[src/include/slc_pkg.sv]
// package for the status indicator controller: constants, register map, states
package slc_pkg;
    localparam int unsigned CLK_HZ = 20000000;
    localparam int unsigned BIAS_TIME_S = 5;
    localparam int unsigned BIAS_CYCLES = CLK_HZ * BIAS_TIME_S;
    localparam int unsigned SLOW_HZ = 1;
    localparam int unsigned FAST_HZ = 2;
    localparam int unsigned SLOW_HALF = CLK_HZ / (2 * SLOW_HZ);
    localparam int unsigned FAST_HALF = CLK_HZ / (2 * FAST_HZ);
    localparam int unsigned CNT_W = 27;
    localparam int unsigned VOLT_W = 12;
    localparam int unsigned SAT_W = 6;
    localparam int unsigned ACC_W = 16;
    localparam int unsigned ADDR_W = 4;
    // reset values: battery thresholds in millivolts, minimum satellite count, accuracy limits
    localparam logic [VOLT_W-1:0] LOW_MV_RST = 12'hD48;
    localparam logic [VOLT_W-1:0] WARN_MV_RST = 12'hE10;
    localparam logic [SAT_W-1:0] MIN_SATS_RST = 6'h06;
    localparam logic [ACC_W-1:0] MAX_HACC_RST = 16'h1388;
    localparam logic [ACC_W-1:0] MAX_VACC_RST = 16'h1D4C;
    // register word addresses
    localparam logic [ADDR_W-1:0] REG_LOW_MV = 4'h0;
    localparam logic [ADDR_W-1:0] REG_WARN_MV = 4'h1;
    localparam logic [ADDR_W-1:0] REG_MIN_SATS = 4'h2;
    localparam logic [ADDR_W-1:0] REG_MAX_HACC = 4'h3;
    localparam logic [ADDR_W-1:0] REG_MAX_VACC = 4'h4;
    localparam logic [ADDR_W-1:0] REG_STATUS = 4'h5;
    localparam logic [ADDR_W-1:0] REG_IRQ_STAT = 4'h6;
    localparam logic [ADDR_W-1:0] REG_IRQ_CLR = 4'h7;
    localparam logic [ADDR_W-1:0] REG_IRQ_EN = 4'h8;
    localparam int unsigned IRQ_W = 3;
    localparam int unsigned IRQ_INIT = 0;
    localparam int unsigned IRQ_LOST = 1;
    localparam int unsigned IRQ_FAULT = 2;
    typedef enum logic [1:0] {SLC_BIAS, SLC_WAIT_FIX, SLC_NAV, SLC_FAULT} slc_state_t;
endpackage

[src/include/slc_blink_if.sv]
// interface carrying the two flash phases from the two blink generators
`timescale 1ns/1ps
interface slc_blink_if;
    logic slow_phase;
    logic fast_phase;
    modport src (output slow_phase, output fast_phase);
    modport dst (input slow_phase, input fast_phase);
endinterface

[src/rtl/slc_blink.sv]
// blink generator: half-period counter toggling a fifty percent phase
`timescale 1ns/1ps
module slc_blink
    import slc_pkg::*;
#(
    parameter int unsigned HALF = SLOW_HALF
) (
    // clock and reset
    input wire logic sys_clk,
    input wire logic reset_n,
    // phase out
    output logic phase
);
    logic [CNT_W-1:0] cnt;
    localparam logic [CNT_W-1:0] LAST = CNT_W'(HALF - 1);
    always_ff @(posedge sys_clk or negedge reset_n)
    begin
        if (!reset_n)
        begin
            cnt <= '0;
            phase <= 1'b0;
        end
        else if (cnt == LAST)
        begin
            cnt <= '0;
            phase <= ~phase;
        end
        else
            cnt <= cnt + 1'b1;
    end
endmodule

[src/rtl/slc_sync.sv]
// three-flop pin synchroniser; output changes once stages two and three agree
`timescale 1ns/1ps
module slc_sync (
    // clock and reset
    input wire logic sys_clk,
    input wire logic reset_n,
    // pin side
    input wire logic pin,
    output logic level
);
    logic s1;
    logic s2;
    logic s3;
    always_ff @(posedge sys_clk or negedge reset_n)
    begin
        if (!reset_n)
        begin
            s1 <= 1'b0;
            s2 <= 1'b0;
            s3 <= 1'b0;
        end
        else
        begin
            s1 <= pin;
            s2 <= s1;
            s3 <= s2;
        end
    end
    always_ff @(posedge sys_clk or negedge reset_n)
    begin
        if (!reset_n)
            level <= 1'b0;
        else if (s2 == s3)
            level <= s3;
    end
endmodule

[src/rtl/slc_top.sv]
// status indicator controller: five front-panel leds and start-up gating
// How it works
// power led steady on while switched on, never flashes
// status led steady when solution healthy and card present
// status led dark before initialization or after reception degrades
// self-test fault during initialization flashes status led at 1 Hz
// healthy solution without storage card flashes status led at 2 Hz
// battery led flashes 1 Hz between low and warning thresholds
// battery led steady below low threshold
// battery led dark above warning threshold
// charging led follows charger charging state
// full led follows charger full state
// five second bias phase runs first after power-on
// initialization needs 3D fix with at least minimum satellite count
// initialization also needs accuracy better than configured limits
// status priority: fault, dark, no-card flash, steady
// flashes are fifty percent duty, counted from clock rate
//
// The implementer's own choices: strobed register access and the placing of the registers.
`timescale 1ns/1ps
module slc_top
    import slc_pkg::*;
#(
    parameter int unsigned CLOCK_HZ = CLK_HZ,
    parameter int unsigned BIAS_LEN = CLOCK_HZ * BIAS_TIME_S
) (
    // clock and reset
    input wire logic sys_clk,
    input wire logic reset_n,
    // register port
    input wire logic [slc_pkg::ADDR_W-1:0] reg_addr,
    input wire logic [31:0] reg_wdata,
    input wire logic reg_wr,
    input wire logic reg_rd,
    output logic [31:0] reg_rdata,
    output logic irq,
    // status inputs from the unit
    input wire logic power_on,
    input wire logic selftest_fault,
    input wire logic card_present,
    input wire logic fix_3d,
    input wire logic fix_healthy,
    input wire logic [slc_pkg::SAT_W-1:0] sat_count,
    input wire logic [slc_pkg::ACC_W-1:0] h_acc,
    input wire logic [slc_pkg::ACC_W-1:0] v_acc,
    input wire logic [slc_pkg::VOLT_W-1:0] batt_mv,
    input wire logic charging,
    input wire logic charge_full,
    // leds
    output logic led_power,
    output logic led_status,
    output logic led_battery,
    output logic led_charging,
    output logic led_full,
    output logic nav_solution_init
);
    import slc_pkg::*;

    logic card_s;
    logic chg_s;
    logic full_s;
    logic pwr_s;
    logic [VOLT_W-1:0] low_mv;
    logic [VOLT_W-1:0] warn_mv;
    logic [SAT_W-1:0] min_sats;
    logic [ACC_W-1:0] max_hacc;
    logic [ACC_W-1:0] max_vacc;
    logic [IRQ_W-1:0] irq_stat;
    logic [IRQ_W-1:0] irq_en;
    logic [IRQ_W-1:0] irq_evt;
    logic [CNT_W-1:0] bias_cnt;
    slc_state_t state;
    slc_state_t next_state;
    logic fix_ok;
    logic next_status;
    logic next_battery;
    localparam logic [CNT_W-1:0] BIAS_LAST = CNT_W'(BIAS_LEN - 1);
    // bias and flash counts scale with the clock rate; the counter width caps that rate
    localparam int unsigned SLOW_LEN = CLOCK_HZ / (2 * SLOW_HZ);
    localparam int unsigned FAST_LEN = CLOCK_HZ / (2 * FAST_HZ);

    slc_blink_if blink ();

    // pins from other parts of the unit cross into this clock
    slc_sync u_sync_card (.sys_clk(sys_clk), .reset_n(reset_n), .pin(card_present),
        .level(card_s));
    slc_sync u_sync_chg (.sys_clk(sys_clk), .reset_n(reset_n), .pin(charging),
        .level(chg_s));
    slc_sync u_sync_full (.sys_clk(sys_clk), .reset_n(reset_n), .pin(charge_full),
        .level(full_s));
    slc_sync u_sync_pwr (.sys_clk(sys_clk), .reset_n(reset_n), .pin(power_on),
        .level(pwr_s));

    slc_blink #(.HALF(SLOW_LEN)) u_slow (.sys_clk(sys_clk), .reset_n(reset_n),
        .phase(blink.slow_phase));
    slc_blink #(.HALF(FAST_LEN)) u_fast (.sys_clk(sys_clk), .reset_n(reset_n),
        .phase(blink.fast_phase));

    // register writes
    always_ff @(posedge sys_clk or negedge reset_n)
    begin
        if (!reset_n)
        begin
            low_mv <= LOW_MV_RST;
            warn_mv <= WARN_MV_RST;
            min_sats <= MIN_SATS_RST;
            max_hacc <= MAX_HACC_RST;
            max_vacc <= MAX_VACC_RST;
            irq_en <= '0;
        end
        else if (reg_wr)
        begin
            unique case (reg_addr)
                REG_LOW_MV: low_mv <= reg_wdata[VOLT_W-1:0];
                REG_WARN_MV: warn_mv <= reg_wdata[VOLT_W-1:0];
                REG_MIN_SATS: min_sats <= reg_wdata[SAT_W-1:0];
                REG_MAX_HACC: max_hacc <= reg_wdata[ACC_W-1:0];
                REG_MAX_VACC: max_vacc <= reg_wdata[ACC_W-1:0];
                REG_IRQ_EN: irq_en <= reg_wdata[IRQ_W-1:0];
                default: ;
            endcase
        end
    end

    // register reads, data one cycle after the strobe; unmapped reads zero
    always_ff @(posedge sys_clk or negedge reset_n)
    begin
        if (!reset_n)
            reg_rdata <= '0;
        else if (reg_rd)
        begin
            unique case (reg_addr)
                REG_LOW_MV: reg_rdata <= 32'(low_mv);
                REG_WARN_MV: reg_rdata <= 32'(warn_mv);
                REG_MIN_SATS: reg_rdata <= 32'(min_sats);
                REG_MAX_HACC: reg_rdata <= 32'(max_hacc);
                REG_MAX_VACC: reg_rdata <= 32'(max_vacc);
                REG_STATUS: reg_rdata <= 32'({state, nav_solution_init});
                REG_IRQ_STAT: reg_rdata <= 32'(irq_stat);
                REG_IRQ_EN: reg_rdata <= 32'(irq_en);
                default: reg_rdata <= '0;
            endcase
        end
        else
            reg_rdata <= '0;
    end

    // strict accuracy comparisons: a fix exactly at an accuracy limit is not better than it
    assign fix_ok = fix_3d && (sat_count >= min_sats)
        && (h_acc < max_hacc) && (v_acc < max_vacc);

    // bias phase counter runs only in the bias state
    always_ff @(posedge sys_clk or negedge reset_n)
    begin
        if (!reset_n)
            bias_cnt <= '0;
        else if (state == SLC_BIAS && bias_cnt != BIAS_LAST)
            bias_cnt <= bias_cnt + 1'b1;
    end

    always_comb
    begin
        next_state = state;
        unique case (state)
            SLC_BIAS:
                if (selftest_fault)
                    next_state = SLC_FAULT;
                else if (bias_cnt == BIAS_LAST)
                    next_state = SLC_WAIT_FIX;
            SLC_WAIT_FIX:
                if (selftest_fault)
                    next_state = SLC_FAULT;
                else if (fix_ok)
                    next_state = SLC_NAV;
            SLC_NAV: next_state = SLC_NAV;
            SLC_FAULT: next_state = SLC_FAULT;
        endcase
    end

    always_ff @(posedge sys_clk or negedge reset_n)
    begin
        if (!reset_n)
        begin
            state <= SLC_BIAS;
            nav_solution_init <= 1'b0;
        end
        else
        begin
            state <= next_state;
            nav_solution_init <= (next_state == SLC_NAV);
        end
    end

    // status led with fixed priority
    always_comb
    begin
        if (state == SLC_FAULT)
            next_status = blink.slow_phase;
        else if (state != SLC_NAV || !fix_healthy)
            next_status = 1'b0;
        else if (!card_s)
            next_status = blink.fast_phase;
        else
            next_status = 1'b1;
    end

    always_comb
    begin
        if (batt_mv < low_mv)
            next_battery = 1'b1;
        else if (batt_mv > warn_mv)
            next_battery = 1'b0;
        else
            next_battery = blink.slow_phase;
    end

    always_ff @(posedge sys_clk or negedge reset_n)
    begin
        if (!reset_n)
        begin
            led_power <= 1'b0;
            led_status <= 1'b0;
            led_battery <= 1'b0;
            led_charging <= 1'b0;
            led_full <= 1'b0;
        end
        else
        begin
            led_power <= pwr_s;
            led_status <= next_status;
            led_battery <= next_battery;
            led_charging <= chg_s;
            led_full <= full_s;
        end
    end

    // events: initialized, reception lost after init with the card present, fault entered
    assign irq_evt[IRQ_INIT] = (state != SLC_NAV) && (next_state == SLC_NAV);
    assign irq_evt[IRQ_LOST] = (state == SLC_NAV) && !fix_healthy && led_status
        && card_s;
    assign irq_evt[IRQ_FAULT] = (state != SLC_FAULT) && (next_state == SLC_FAULT);

    // a new event wins over a clear in the same cycle
    always_ff @(posedge sys_clk or negedge reset_n)
    begin
        if (!reset_n)
            irq_stat <= '0;
        else if (reg_wr && reg_addr == REG_IRQ_CLR)
            irq_stat <= (irq_stat & ~reg_wdata[IRQ_W-1:0]) | irq_evt;
        else
            irq_stat <= irq_stat | irq_evt;
    end

    always_ff @(posedge sys_clk or negedge reset_n)
    begin
        if (!reset_n)
            irq <= 1'b0;
        else
            irq <= |(irq_stat & irq_en);
    end
endmodule

[config.mk]
export PLATFORM = sky130hd
export DESIGN_NAME = slc_top
export DESIGN_NICKNAME = d
export VERILOG_FILES = /design/src/include/slc_pkg.sv /design/src/include/slc_blink_if.sv /design/src/rtl/slc_blink.sv /design/src/rtl/slc_sync.sv /design/src/rtl/slc_top.sv
export SDC_FILE = /design/constraint.sdc
export NUM_CORES = 1
export LEC_CHECK = 0
export BUFFER_PORTS_ARGS = -buffer_cell sky130_fd_sc_hd__buf_2
export CAP_MARGIN = 20
export CORE_MARGIN = 4
export CORE_UTILIZATION = 50
export DETAILED_ROUTE_END_ITERATION = 7
export GPL_TIMING_DRIVEN = 0
export PLACE_DENSITY = 0.74
export SYNTH_ARGS = -nofsm -noshare
export SYNTH_HDL_FRONTEND = slang
export SYNTH_SLANG_ARGS = --single-unit
[constraint.sdc]
create_clock -name sys_clk -period 2 [get_ports sys_clk]
set_input_delay 0.1 -clock sys_clk [delete_from_list [all_inputs] [get_ports sys_clk]]
set_output_delay 0.1 -clock sys_clk [all_outputs]
set_load 0.02 [all_outputs]
## Yosys cells after proc, flatten, opt, wreduce, memory -nomap -nowiden

Index checks and enable logic that the tools add are counted.

| storage, ports and cells | value |
|---|---|
| RAM bits | 0 |
| latch bits | 0 |
| word-level logic and storage cells | 111 |
| memory bits (read-only) | 0 |
| input port bits | 97 |
| register bits | 208 |
| memories | 0 |

| cells by class | value |
|---|---|
| shift operators | 0 |
| reductions and logical operators | 21 |
| magnitude comparators | 5 |
| add/sub/neg operators | 3 |
| equality and inequality tests | 23 |
| mux-type cells | 15 |
| div/mod/pow operators | 0 |
| bitwise operators | 7 |
| multipliers | 0 |

Operators by type and width:

| operator | count |
|---|---|
| $pmux 16 s8 | 1 |
| $add 27x1->27 const B | 3 |
| $mux 27 | 2 |
| $lt 16x16->1 | 2 |
| $mux 32 | 1 |
| $eq 27x23->1 const B | 1 |
| $eq 27x24->1 const B | 1 |
| $eq 27x27->1 const B | 1 |
| $ne 27x27->1 const B | 1 |
| $eq 4x3->1 const B | 4 |
| $gt 12x12->1 | 1 |
| $lt 12x12->1 | 1 |
| $reduce_and 2->1 | 6 |
| $logic_and 1x1->1 | 10 |
| $eq 2x2->1 const B | 4 |
| $eq 4x2->1 const B | 2 |
| $mux 2 | 4 |
| $pmux 2 s4 | 1 |
| $and 3x3->3 | 2 |
| $ge 6x6->1 | 1 |
| $or 3x3->3 | 2 |
| $mux 1 | 5 |
| $eq 1x1->1 | 4 |
| $eq 4x1->1 const B | 1 |
| 11 further kinds | 13 |

## Logic depth before layout (Yosys ltp)

Gate-level depths: netlist of run 1.

| logic depth | value |
|---|---|
| word-level depth | 11 |
| mapped depth | 8 |
| depth with buffers taken out | 8 |

## Cells and area by module

A second synthesis of run 1 with hierarchy kept.

| unflattened totals | value |
|---|---|
| cell total of the unflattened synthesis | 887 |
| area total of the unflattened synthesis | 9,756.9 sq um |

Modules (own cells, without submodules):

| module | cells each | times used | area an instance (sq um) |
|---|---|---|---|
| slc_top | 613 | 1 | 6,580.1 |
| slc_blink at u_fast | 130 | 1 | 1,400.1 |
| slc_blink at u_slow | 124 | 1 | 1,331.3 |
| slc_sync | 5 | 4 | 111.4 |

## Worst setup path before layout of run 1

Ideal clock, no wire load.

| timing | value |
|---|---|
| kind | flip-flop to flip-flop |
| from | reg bias_cnt[8] |
| to | reg bias_cnt[2] |
| path buffers | 0 |
| arrival time | 2,068 ps |
| required time | 1,876 ps |
| cell stages (with the launch flop) | 6 |
| clock period less this slack | 2,191 ps |
| path slack | -191 ps |
| path through | dfrtp_1 or4b_1 or4_4 or3_4 and3_1 xor2_1 |

| between the ends | value |
|---|---|
| cells in the longest elaborated chain, start to end | 2 |

Ends and longest elaborated chain:

| element | RTL line | RTL |
|---|---|---|
| from (decl) | slc_top.sv:71 | `logic [CNT_W-1:0] bias_cnt;` |
| from (signal assigned) | slc_top.sv:158 | `bias_cnt <= bias_cnt + 1'b1;` |
| $ne 27x27->1 | slc_top.sv:157 | `else if (state == SLC_BIAS && bias_cnt != BIAS_LAST)` |
| $logic_and 1x1->1 | slc_top.sv:157 |  |

No other way between the ends.
A chain may end at the register's enable or synchronous reset.

## Final worst setup path of run 1

| timing | value |
|---|---|
| from | reg bias_cnt[9] |
| to | reg bias_cnt[6] |

Same word-level chain as after synthesis.

==> results of run 1 <==
final timing paths:
check,endpoint,cells after the start
setup / recovery,bias_cnt[6],7
hold / removal,irq_stat[0],4
setup reg to reg,bias_cnt[6],7
hold reg to reg,u_sync_full.s2,0
max in group asynchronous,u_fast.cnt[6],3
min in group asynchronous,max_hacc[13],2
cell usage in the layout, fill, tap and decap left out, types with 17 or more instances in the layout:
cell                            synthesis  layout
sky130_fd_sc_hd__dfrtp_1              169     167
sky130_fd_sc_hd__buf_2                  2     102
sky130_fd_sc_hd__inv_1                 73      68
sky130_fd_sc_hd__mux2_2                66      65
sky130_fd_sc_hd__ha_1                  62      57
sky130_fd_sc_hd__nor2_1                56      50
sky130_fd_sc_hd__xnor2_1               50      48
sky130_fd_sc_hd__nand2_1               52      47
sky130_fd_sc_hd__nand3_1               44      43
sky130_fd_sc_hd__buf_4                 16      35
sky130_fd_sc_hd__a21oi_1               28      26
sky130_fd_sc_hd__a22oi_1               25      25
sky130_fd_sc_hd__xor2_1                24      24
sky130_fd_sc_hd__dfstp_2               23      23
sky130_fd_sc_hd__dlygate4sd3_1          0      21
sky130_fd_sc_hd__nand4_1               17      17
sky130_fd_sc_hd__clkbuf_16              0      17
per-stage QoR:
step / cells / util, %
floorplan: 891 / -
detailed placement: 1254 / 56.12
CTS: 1315 / 61.40
global route: 1328 / 62.88
global placement: 1253 / 55.92
finish: 1328 / 62.88
what timing repair did:
action	in CTS	in global routing
setup endpoints to repair	54	46
hold endpoints to repair	129	0
buffers inserted	10	13
pin swaps	10	23
gates resized for setup	30	40
hold buffers	21	0
state kept, by name, summed over array words and instances, names as in the netlist, 2 cells and up:
name,count
bias_cnt,27
irq_en,3
irq_stat,3
low_mv,12
max_hacc,16
max_vacc,16
min_sats,6
reg_rdata,16
state,2
u_fast.cnt,27
u_slow.cnt,27
warn_mv,12
final cells by class:
type | count | area [sq um]
Clock buffer | 18 | 429.2
Clock inverter | 14 | 152.6
Timing Repair Buffer | 147 | 945.9
Tap cell | 260 | 325.3
Fill cell | 1458 | 6989
Buffer | 34 | 197.7
Inverter | 73 | 274.0
Multi-Input combinational cell | 590 | 4681
Sequential cell | 192 | 4836
critical path: cells and delay by family (launching register included):
family,cells,cell delay (ns)
flops,1,0.39
xor+xnor,1,0.13
buf+inv,1,0.16
compound gates,1,0.34
simple gates,4,1.21
metal layers:
layer | wire length (microns) | global-route usage, % | vias up
li1 | - | - | 3400
met1 | 9476 | 25.95 | 3423
met2 | 10530 | 33.33 | 163
met3 | 846 | 4.380 | 36
met4 | 461 | 6.914 | 0
met5 | 0 | 0 | -
logic make-up (layout without fill, tap and decap cells):
| group | after synthesis | in the layout |
|---|---|---|
| xor gates and xnor gates | 74 | 74 |
| muxes | 69 | 69 |
| and+or+nand+nor | 258 | 258 |
| other | 1 | 16 |
| buffers and inverters | 109 | 286 |
| AOI/OAI and AO/OA | 107 | 107 |
| adders and majority gates | 66 | 66 |
| DFF | 192 | 192 |
power by group through the flow:
stage	registers, mW	logic (mW)	clock network [mW]
floorplan	4.61	0.973	0
global placement	4.66	1.42	0
detailed placement	4.68	1.48	0
CTS	4.60	1.57	3.40
global route	4.66	1.93	3.57
finish	4.62	1.71	3.32
==> impl_summary.md, run 1 <==
Outcome
The run finished, with violations left. The checks that failed: negative setup slack.

Timing
For this run, the top clock speed supported by timing is 433.1 MHz. The minimum setup slack in the final design is -0.3092 ns. The transition time of the tightest slew-check pin is 1.007 ns. In this run the tightest slew margin relative to its limit is 31.95%. The clock arrives with 0.009491 ns of skew. The number of hold violations in the final report was 0. The minimum period implied by the final worst setup slack is 2.309 ns. Setup repair after global routing could not meet its margin everywhere.

The summed negative setup slack over all endpoints is -3.518 ns. Setup violations remaining at the end of the flow were counted as 15. The part of the cycle the worst path needs is 115.5%. The final worst hold slack is 0.03885 ns.

The final number of max-transition violations is 0.

Synthesis
By area the synthesized netlist is led by sky130_fd_sc_hd__dfrtp_1 (44%), sky130_fd_sc_hd__ha_1 (8.1%), sky130_fd_sc_hd__mux2_2 (7.7%). Dividing the synthesized area by the synthesized cell count gives 11.00 sq um. The post-synthesis cell area is 9634 sq um. Synthesis instantiated 59 different standard cells from the library.

Of the total synthesized cell area, the portion taken by full adders, half adders and majority gates is 8.468%. Among all flip-flop cells after synthesis, the most frequent one is sky130_fd_sc_hd__dfrtp_1. In the synthesized netlist, the number of instances is 876. The number of flip-flops and latches in the synthesized netlist is 192.

By area, the combinational part of the netlist is dominated by simple AND/OR/NAND/NOR gates. The async set-reset flop share out of synthesis is 100.0%. The number of warning messages in the yosys log is 0. Counting flops with a built-in enable in the synthesized netlist gives 0.

The biggest area contributor in the post-synthesis netlist is sky130_fd_sc_hd__dfrtp_1. The simple-gate share of the synthesized area is 14.18%. Yosys instantiated no cell more often than sky130_fd_sc_hd__dfrtp_1.

The top cell type's share of synthesized area is 43.90%. The synthesized netlist devotes 7.494% of its cell area to compound gates. For this run, the register share of the synthesized area comes to 50.17%. Summing the areas of all xor and xnor instances in the mapped netlist gives 6.727% of the synthesized area.

In the synthesized netlist, mux cells make up 8.026% of the area. Counting instances in the post-synthesis netlist gives the leading cell types as sky130_fd_sc_hd__dfrtp_1 (169), sky130_fd_sc_hd__inv_1 (73), sky130_fd_sc_hd__mux2_2 (66), sky130_fd_sc_hd__ha_1 (62), sky130_fd_sc_hd__nor2_1 (56).

Finish
The net count of the finished layout is 1214. The area growth from synthesis to layout is 22.91%. The final design area excluding fillers is 11840 sq um. The number of antenna diodes is 0.

The ratio of cells with drive above 1 in the final layout is 30.15%.

Placement
The half-perimeter wire length after detailed placement is 15220 microns. At the placement stage, the worst setup path has a slack of -0.5410 ns. The number of buffers added on ports is 102. Routability-driven placement finished with a final weighted congestion of 0.8509. After detailed placement, the total cell area comes to 10570 sq um.

Power
The clock network is responsible for 34.4% of the overall power. The net switching power figure is 2.715 mW. The power per cell area is 814.9 nW/um^2.

Across the VDD grid, the largest voltage drop is 577.8 uV. The relative contribution of combinational cells to total power is 17.7%. The internal power of the cells totals 6.935 mW. The share of total power consumed by net switching is 28.13%.

The part of the total power dissipated in sequential elements is 47.9%. Summing internal, switching and leakage power gives 9.650 mW. In this run the static leakage power is 5.554 nW.

Setup path
STA classifies the critical path startpoint as a register. The startpoint identified for the worst register-to-register timing path is bias_cnt[9]. The required time of the worst setup path is 2.35 ns. In this run the register-to-register setup slack is -0.31 ns. The maximum fanout along the worst path is 3. For the worst setup path, the data arrival time is 2.66 ns. For this run, the slowest stage of the critical path takes 0.55 ns. The kind of capture point of the worst setup path is a register.

The signal on the critical path passes through or4b_4, or4_4, o31ai_4, buf_6, nor2_4, nand4_1, xnor2_1. The critical path starts at bias_cnt[9]. For this design, the slowest cell found on the critical path is sky130_fd_sc_hd__or4_4. By startpoint and endpoint, the worst setup path is classified as register to register.

Clocking
The latest clock arrival within the worst-skew pair is 0.43 ns. Buffers inserted during clock tree synthesis total 17. The root buffer cell is sky130_fd_sc_hd__clkbuf_16.

The number of levels the H-tree was split into is 4. The clock net in this run drives a total of 192 sinks. After clock tree synthesis, the clock-pin slew on the worst setup and hold paths is 0.07 ns. The clock tree buffer depth is 2. The CTS tree is built.

Die
The full die area is 21550 sq um. Once the floorplan was initialized, standard cells occupied 51.16% of the core. The chip height is 146.8 microns. The die is 146.8 microns wide. 136 I/O pins were placed. Row generation in the floorplan step produced 50 rows. The floorplan step defined a core boundary enclosing 18830 sq um.

Routing
The detailed router placed 7022 vias in this run. The residual antenna-violating net count after detailed routing is 0. The number of iterations in the first detailed-routing pass is 5. The per-cell routed wire length is 16.05 microns. The DRC violation count after routing is 0. After the first detailed-routing iteration, the DRC count stood at 417. The post-detailed-routing wire length is 21320 microns. The via-per-instance ratio is 5.288.

Global routing
The wire length of the first global-routing pass is 35140 microns. The number of global-route vias before repair is 7082. Entering global routing, the biggest net connects 123 pins. The remaining global-route overflow is 0. Global routing used 20.00% of the available tracks across all layers. The initial antenna violation count is 0.

Worst hold path
The start point of the worst min-delay path is reg_wdata[0]. The tightest min-delay check is of the input port to register type.

Job
The number of maximum-capacitance constraint violations is 0.
No activity file was read; power rests on OpenSTA's default activity.
==> inputs of run 2 (changes only) <==
- PLACE_DENSITY: 0.74 -> 0.82
==> run 2 against run 1 <==
Net effect: the run still ends with negative setup slack left; die area unchanged; combinational power rose by 4%; register-to-register slack about the same; final area grew 0.58%; clock-buffer cell count fell by 1; routed wire length grew 7.1%; hold slack got worse by 0.015 ns; highest routed layer unchanged.
==> impl_summary.md, run 2 (synthesis results as in run 1) <==
Timing
The number of hold violations in the final report was 0. At the pin with the least slew margin, the transition time is 1.024 ns. The minimum setup slack in the final design is -0.3161 ns. Setup violations remaining at the end of the flow were counted as 16. Setup repair after global routing could not meet its margin everywhere. The final number of max-transition violations is 0. On the final layout, the worst clock skew is 0.01062 ns. Based on the critical path, the design can be clocked at up to 431.8 MHz. The worst slew margin relative to its limit is 30.80%. The final worst hold slack is 0.02415 ns. The part of the cycle the worst path needs is 115.8%. The minimum period implied by the final worst setup slack is 2.316 ns.

Setup path
Among cell families on the critical path, the largest total delay comes from simple AND/OR/NAND/NOR gates. The signal arrival time at the worst endpoint is 2.68 ns. In this run the worst path has a maximum fanout of 3. The worst setup path is launched from a register.

The worst setup path category is register to register. STA classifies the critical path endpoint as a register. Tracing the worst setup path back leads to its startpoint at bias_cnt[8]. The cell type of the slowest stage on the worst timing path is sky130_fd_sc_hd__or4b_4. For the worst setup path, the data required time is 2.36 ns. In this run the critical register-to-register path is launched from bias_cnt[8]. The buffers plus inverters on the worst setup path is 1. Traced cell by cell, the critical path runs through or4b_4, or4_4, o31ai_4, buf_4, nor2_2, nand3_1, xnor2_1.

The largest single stage delay on the critical path is 0.54 ns.

Power
IR analysis of the VDD net gives a maximum drop of 576.5 uV. The power per cell area is 823.3 nW/um^2. The leakage component of the power is 5.574 nW.

Clocking
The root buffer cell is sky130_fd_sc_hd__clkbuf_16. The latest clock arrival within the worst-skew pair is 0.44 ns. The CTS tree is built. The number of CTS-inserted buffers is 17. The clock passes through at most 2 buffers. The clock-pin slew on the worst setup and hold paths is 0.08 ns. The sink count of the clock tree is 192. The clock tree synthesis step divided the H-tree into 4 levels.

Finish
The number of antenna diodes is 0. Of the cells placed in the final design, the portion with a size suffix greater than 1 is 31.58%. Leaving out fill and tap cells, the most frequent cells in the layout are sky130_fd_sc_hd__dfrtp_1 (164), sky130_fd_sc_hd__buf_2 (103), sky130_fd_sc_hd__inv_1 (68), sky130_fd_sc_hd__mux2_2 (65), sky130_fd_sc_hd__ha_1 (57). Counting the fill cells in the layout gives 1373. The post-layout net count is 1213. The largest registers in the layout are bias_cnt x27, u_fast.cnt x27, u_slow.cnt x27.

The area growth from synthesis to layout is 23.62%. The most common cell after layout, fill and taps aside is sky130_fd_sc_hd__dfrtp_1. The finished cells cover 11910 sq um.

Routing
The number of vias in the routed layout is 7322. After detailed routing, the average wire length per cell comes to 17.20 microns. The number of DRC markers in iteration 0 is 422.

In the routed design, unresolved DRC markers number 0. Dividing the detail-routed via count by the number of cells gives 5.518. The first detailed-routing pass ran for 5 iterations. Summed over all layers, the routed wires come to 22820 microns. In this run the remaining antenna-violating nets after routing total 0.

Worst hold path
In this run the most critical hold path is launched from reg_wdata[2]. The path class of the tightest hold or removal check is input port to register.

Outcome
The checks that failed: negative setup slack. The run finished, with violations left.

Die
In this run the horizontal extent of the chip is 146.8 microns. The floorplan step defined a core boundary enclosing 18830 sq um. 136 I/O pins were placed.

The number of placement rows is 50. The die covers 21550 sq um. The chip height is 146.8 microns. For this configuration, the core starts out at a cell density of 51.16%.

Job
The tool flagged a number of max-cap violations equal to 0.

Placement
In this run the cell area measured after placement is 10570 sq um. In this run the tool buffered the top-level ports with 102 buffer cells. The wire-length estimate of the detail-placed layout is 15470 microns.

The final RePlAce weighted congestion is 0.8759.

Global routing
The number of global-route vias before repair was 7585. For this run the aggregate overflow at the end of global routing stands at 0. Global routing consumed, over all layers together, 20.72% of the routing resources. The initial antenna violation count is 0.

Entering global routing, the biggest net connects 111 pins. The wire length of the first global-routing pass is 36750 microns.
run 2: changes by cell type in the layout (fill, tap and decap cells not counted), sizes merged:
| cell | previous run | this run |
|---|---|---|
| clkinv | 8 | 5 |
| buf | 144 | 145 |
| clkbuf | 34 | 32 |
| clkinvlp | 0 | 1 |
| inv | 78 | 82 |
| dlygate4sd3 | 21 | 20 |
| bufinv | 1 | 0 |
run 2: path summary, 6_finish.rpt:
kind,end,slack [ns],cells after the start
setup reg to reg,bias_cnt[10],-0.32,7
hold reg to reg,u_sync_pwr.s2,0.35,0
min in group asynchronous,max_hacc[1],0.32,2
setup / recovery,bias_cnt[10],-0.32,7
max in group asynchronous,u_fast.cnt[6],0.79,3
hold / removal,irq_stat[2],0.02,4
run 2: layout make-up:
cell class | instances | area, sq um | share of cell area (%)
sequential | 192 | 4840 | 40.63
multi-input combinational | 590 | 4737 | 39.77
timing repair buffer | 147 | 937.1 | 7.868
clock buffer | 17 | 425.4 | 3.572
tap | 260 | 325.3 | 2.731
inverter | 73 | 274.0 | 2.301
buffer | 33 | 193.9 | 1.628
clock inverter | 15 | 177.7 | 1.492
run 2: layer usage:
| layer | global-route usage, % | wire (microns) | vias to the layer above |
|---|---|---|---|
| li1 | - | - | 3399 |
| met1 | 25.39 | 9162 | 3626 |
| met2 | 37.04 | 11940 | 255 |
| met3 | 3.331 | 1188 | 42 |
| met4 | 7.385 | 524 | 0 |
| met5 | 0 | 0 | - |
run 2: worst min-delay path: cells and delay by family:
| kind | cells | cell delay [ns] |
|---|---|---|
| AND/OR/NAND/NOR | 2 | 0.11 |
| AO/OA/AOI/OAI | 1 | 0.06 |
| buffers and inverters | 1 | 0.16 |
run 2: through the flow:
stage | setup TNS (ns) | utilization [%] | setup WS [ns] | instances | power, mW
floorplan | -1.483 | - | -0.1908 | 891 | 5.586
global placement | -398.91 | 55.92 | -2.170 | 1253 | 6.071
detailed placement | -11.30 | 56.12 | -0.4280 | 1254 | 6.165
CTS | -2.708 | 61.48 | -0.2720 | 1317 | 9.657
global route | -4.127 | 63.25 | -0.3523 | 1327 | 10.27
finish | -3.465 | 63.25 | -0.3161 | 1327 | 9.806
run 2: repair_timing:
action	CTS	global route
setup endpoints to repair	43	65
resized for setup	27	56
endpoints found under the hold margin	142	0
buffers inserted	12	12
hold buffers	20	0
cloned	0	1
pin swaps	8	19
run 2: report_power, final:
part,leakage [nW],total (mW),switching [mW],internal (mW)
Clock,0.289,3.40,1.70,1.70
Combinational,2.85,1.78,0.913,0.867
Sequential,2.43,4.63,0.306,4.32
==> inputs of run 3 (changes only) <==
- CORE_UTILIZATION: 50 -> 38
- CTS_BUF_LIST: not set -> sky130_fd_sc_hd__clkbuf_16
- PLACE_DENSITY: 0.82 -> 0.67
==> run 3 against run 2 <==
Net effect: the run still ends with negative setup slack left; die area up 30%; routed wire length increased by 0.92%; clock power hardly changed; clock-buffer cell count unchanged; register-to-register slack better by 0.06 ns; utilization decreased by 16 points; clock skew up 0.0030 ns; global-route usage fell by 4.2 points; via count decreased by 3.4%; critical path depth fell by 1; hold slack better by 0.0063 ns; sequential cell count did not move; critical path type unchanged.
==> impl_summary.md, run 3 (synthesis results as in run 1) <==
Routing
The number of DRC markers in iteration 0 is 609. The residual antenna-violating net count after detailed routing is 0. The post-detailed-routing wire length is 23030 microns. The first detailed-routing pass ran for 5 iterations. The via-per-instance ratio is 5.091. In the routed design, unresolved DRC markers number 0. The per-cell routed wire length is 16.57 microns. The number of vias in the routed layout is 7076.

Timing
For this run, the top clock speed supported by timing is 443.8 MHz. Counting I/O delays and the setup requirement, the final critical path takes 2.253 ns. The setup clock skew after layout is 0.01358 ns.

The summed negative setup slack over all endpoints is -2.109 ns. For the pin with the worst max-slew slack, the measured transition is 1.073 ns. The worst slew margin relative to its limit is 27.46%. The number of hold violations in the final report is 0. The part of the cycle the worst path needs is 112.7%.

The final number of max-transition violations is 0. The number of failing setup endpoints in the final timing report is 16. After layout, the worst setup slack is -0.2531 ns. Setup repair after global routing could not meet its margin everywhere.

Global routing
The number of global-route vias before repair is 7071. The initial antenna violation count is 2. The wire length of the first global-routing pass is 37030 microns. For this run the aggregate overflow at the end of global routing stands at 0. The total track usage is 16.56%. The largest net degree at the start of global routing is 125.

Placement
Once placement finished, the instance area stood at 10660 sq um. The placed cell count is 1324. Routability-driven placement finished with a final weighted congestion of 0.8085. After legalization and detailed placement, the total HPWL measured 16740 microns. The number of buffers added on ports is 102.

Finish
In the layout the commonest cells are sky130_fd_sc_hd__dfrtp_1 (165), sky130_fd_sc_hd__buf_2 (102), sky130_fd_sc_hd__inv_1 (72), sky130_fd_sc_hd__mux2_2 (65), sky130_fd_sc_hd__ha_1 (56). The final layout contains 1206 nets. The number of antenna diodes in the final layout is 0.

The filler cell count in the final layout is 2272. The final non-filler cell total is 1390. The largest registers in the layout are bias_cnt x27, u_fast.cnt x27, u_slow.cnt x27. The ratio of cells with drive above 1 in the final layout is 29.72%. The final design area excluding fillers is 11900 sq um. Leaving out fill and tap cells, the most frequent cell in the layout is sky130_fd_sc_hd__dfrtp_1.

The area growth from synthesis to layout is 23.47%.

Setup path
The stage delay of the slowest cell on the critical path is 0.55 ns. The cell type of the slowest stage on the worst timing path is sky130_fd_sc_hd__or4_4. STA classifies the critical path endpoint as a register.

STA puts the critical path data arrival time at 2.62 ns. Walking the worst path, the cells encountered are or4b_1, or4_4, or3_4, and3_4, nand3_2, xnor2_2. The kind of start point of the critical path is a register. In this run the worst path has a maximum fanout of 4. The worst setup path is of the register to register kind.

At the worst endpoint, the required time is 2.36 ns.

Power
The power per cell area is 817.1 nW/um^2. The overall power is 9.719 mW. The maximum VDD drop is 518.9 uV. The leakage component of the power is 5.505 nW.

Clocking
The clock tree buffer depth is 2. TritonCTS built the clock tree. The root buffer cell is sky130_fd_sc_hd__clkbuf_16. For the worst-skew pair, the clock arrives at the later sink with an insertion delay of 0.44 ns. After clock tree synthesis, the clock-pin slew on the worst setup and hold paths is 0.07 ns.

The sink count of the clock tree is 192. The H-tree was split into 4 levels. The number of clock buffers added by TritonCTS is 17.

Die
Measured along the y axis, the die boundary spans 167.2 microns. In this run the standard cell core region covers 25040 sq um. The starting density of the core is 38.48%. After floorplanning, the core was divided into 58 placement rows. The horizontal die dimension is 167.2 microns. For this design the top-level I/O count stands at 136.

The floorplan step defined a die boundary enclosing 27960 sq um.

Outcome
The final reports fail on negative setup slack. The flow ran to the end, but the final reports show violations.

Job
Max-cap violations in this run came to 0.

Worst hold path
The tightest min-delay check is of the input port to register type.
## run 3: changes by cell type in the layout (fill, tap and decap cells not counted), moves of 2 or more
| cell | before | now |
|---|---|---|
| sky130_fd_sc_hd__nor2_2 | 5 | 3 |
| sky130_fd_sc_hd__nor2_4 | 2 | 4 |
| sky130_fd_sc_hd__buf_4 | 36 | 30 |
| sky130_fd_sc_hd__inv_8 | 1 | 5 |
| sky130_fd_sc_hd__inv_1 | 68 | 72 |
| sky130_fd_sc_hd__inv_6 | 7 | 4 |
| sky130_fd_sc_hd__and3_1 | 11 | 13 |
| sky130_fd_sc_hd__o21ai_1 | 2 | 4 |
| sky130_fd_sc_hd__nand2_4 | 3 | 1 |
| sky130_fd_sc_hd__inv_2 | 5 | 1 |
## run 3: repair_timing
item,CTS,global route
buffers inserted,11,6
cloned,0,0
endpoints found under the hold margin,121,0
pin swaps,12,10
hold buffers,20,0
resized for setup,40,33
endpoints found under the setup margin,43,59
## run 3: path summary, 6_finish.rpt
path	endpoint	slack, ns	depth (start not counted)	start
worst max register to register	bias_cnt[5]	-0.25	6	bias_cnt[8]
worst min-delay path	max_hacc[1]	0.03	2	reg_wdata[1]
worst min register to register	u_sync_full.s2	0.35	0	u_sync_full.s1
max in group asynchronous	u_fast.cnt[6]	0.78	3	reset_n
worst max-delay path	bias_cnt[5]	-0.25	6	bias_cnt[8]
min in group asynchronous	reg_rdata[8]	0.19	2	reset_n
## run 3: layout make-up
class                           instances  area [sq um]  area share, %
Buffer                                 34         197.7          1.662
Clock buffer                           17         425.4          3.576
Clock inverter                         15         167.7          1.409
Inverter                               73         274.0          2.304
Multi-Input combinational cell        590          4703          39.54
Sequential cell                       192          4838          40.68
Tap cell                              330         412.9          3.471
Timing Repair Buffer                  139         875.8          7.363
## run 3: metal layers
layer	track usage, %	share of wire (%)	up-vias
met3	4.178	6.4	21
met4	4.164	0.92	4
met5	0	0.091	-
li1	-	-	3383
met2	26.45	47	189
met1	22.79	45	3479
## run 3: report_power, final
part | internal [mW] | switching [mW] | total [mW]
clock | 1.69 | 1.70 | 3.39
sequential | 4.32 | 0.293 | 4.62
combinational | 0.838 | 0.878 | 1.72
## run 3: critical path: cells and delay by family, from the launching register on
kind | cells | cell delay [ns]
XOR/XNOR | 1 | 0.11
AND/OR/NAND/NOR | 5 | 1.70
flip-flops | 1 | 0.37
## run 3: through the flow
step | hold slack [ns] | utilization [%] | worst slack [ns]
finish | 0.03048 | 47.51 | -0.2531
CTS | 0.006415 | 46.82 | -0.2586
floorplan | -0.1956 | - | -0.1908
global placement | 0.2107 | 42.41 | -2.286
global route | 0.03236 | 47.51 | -0.3109
detailed placement | 0.08757 | 42.56 | -0.6785
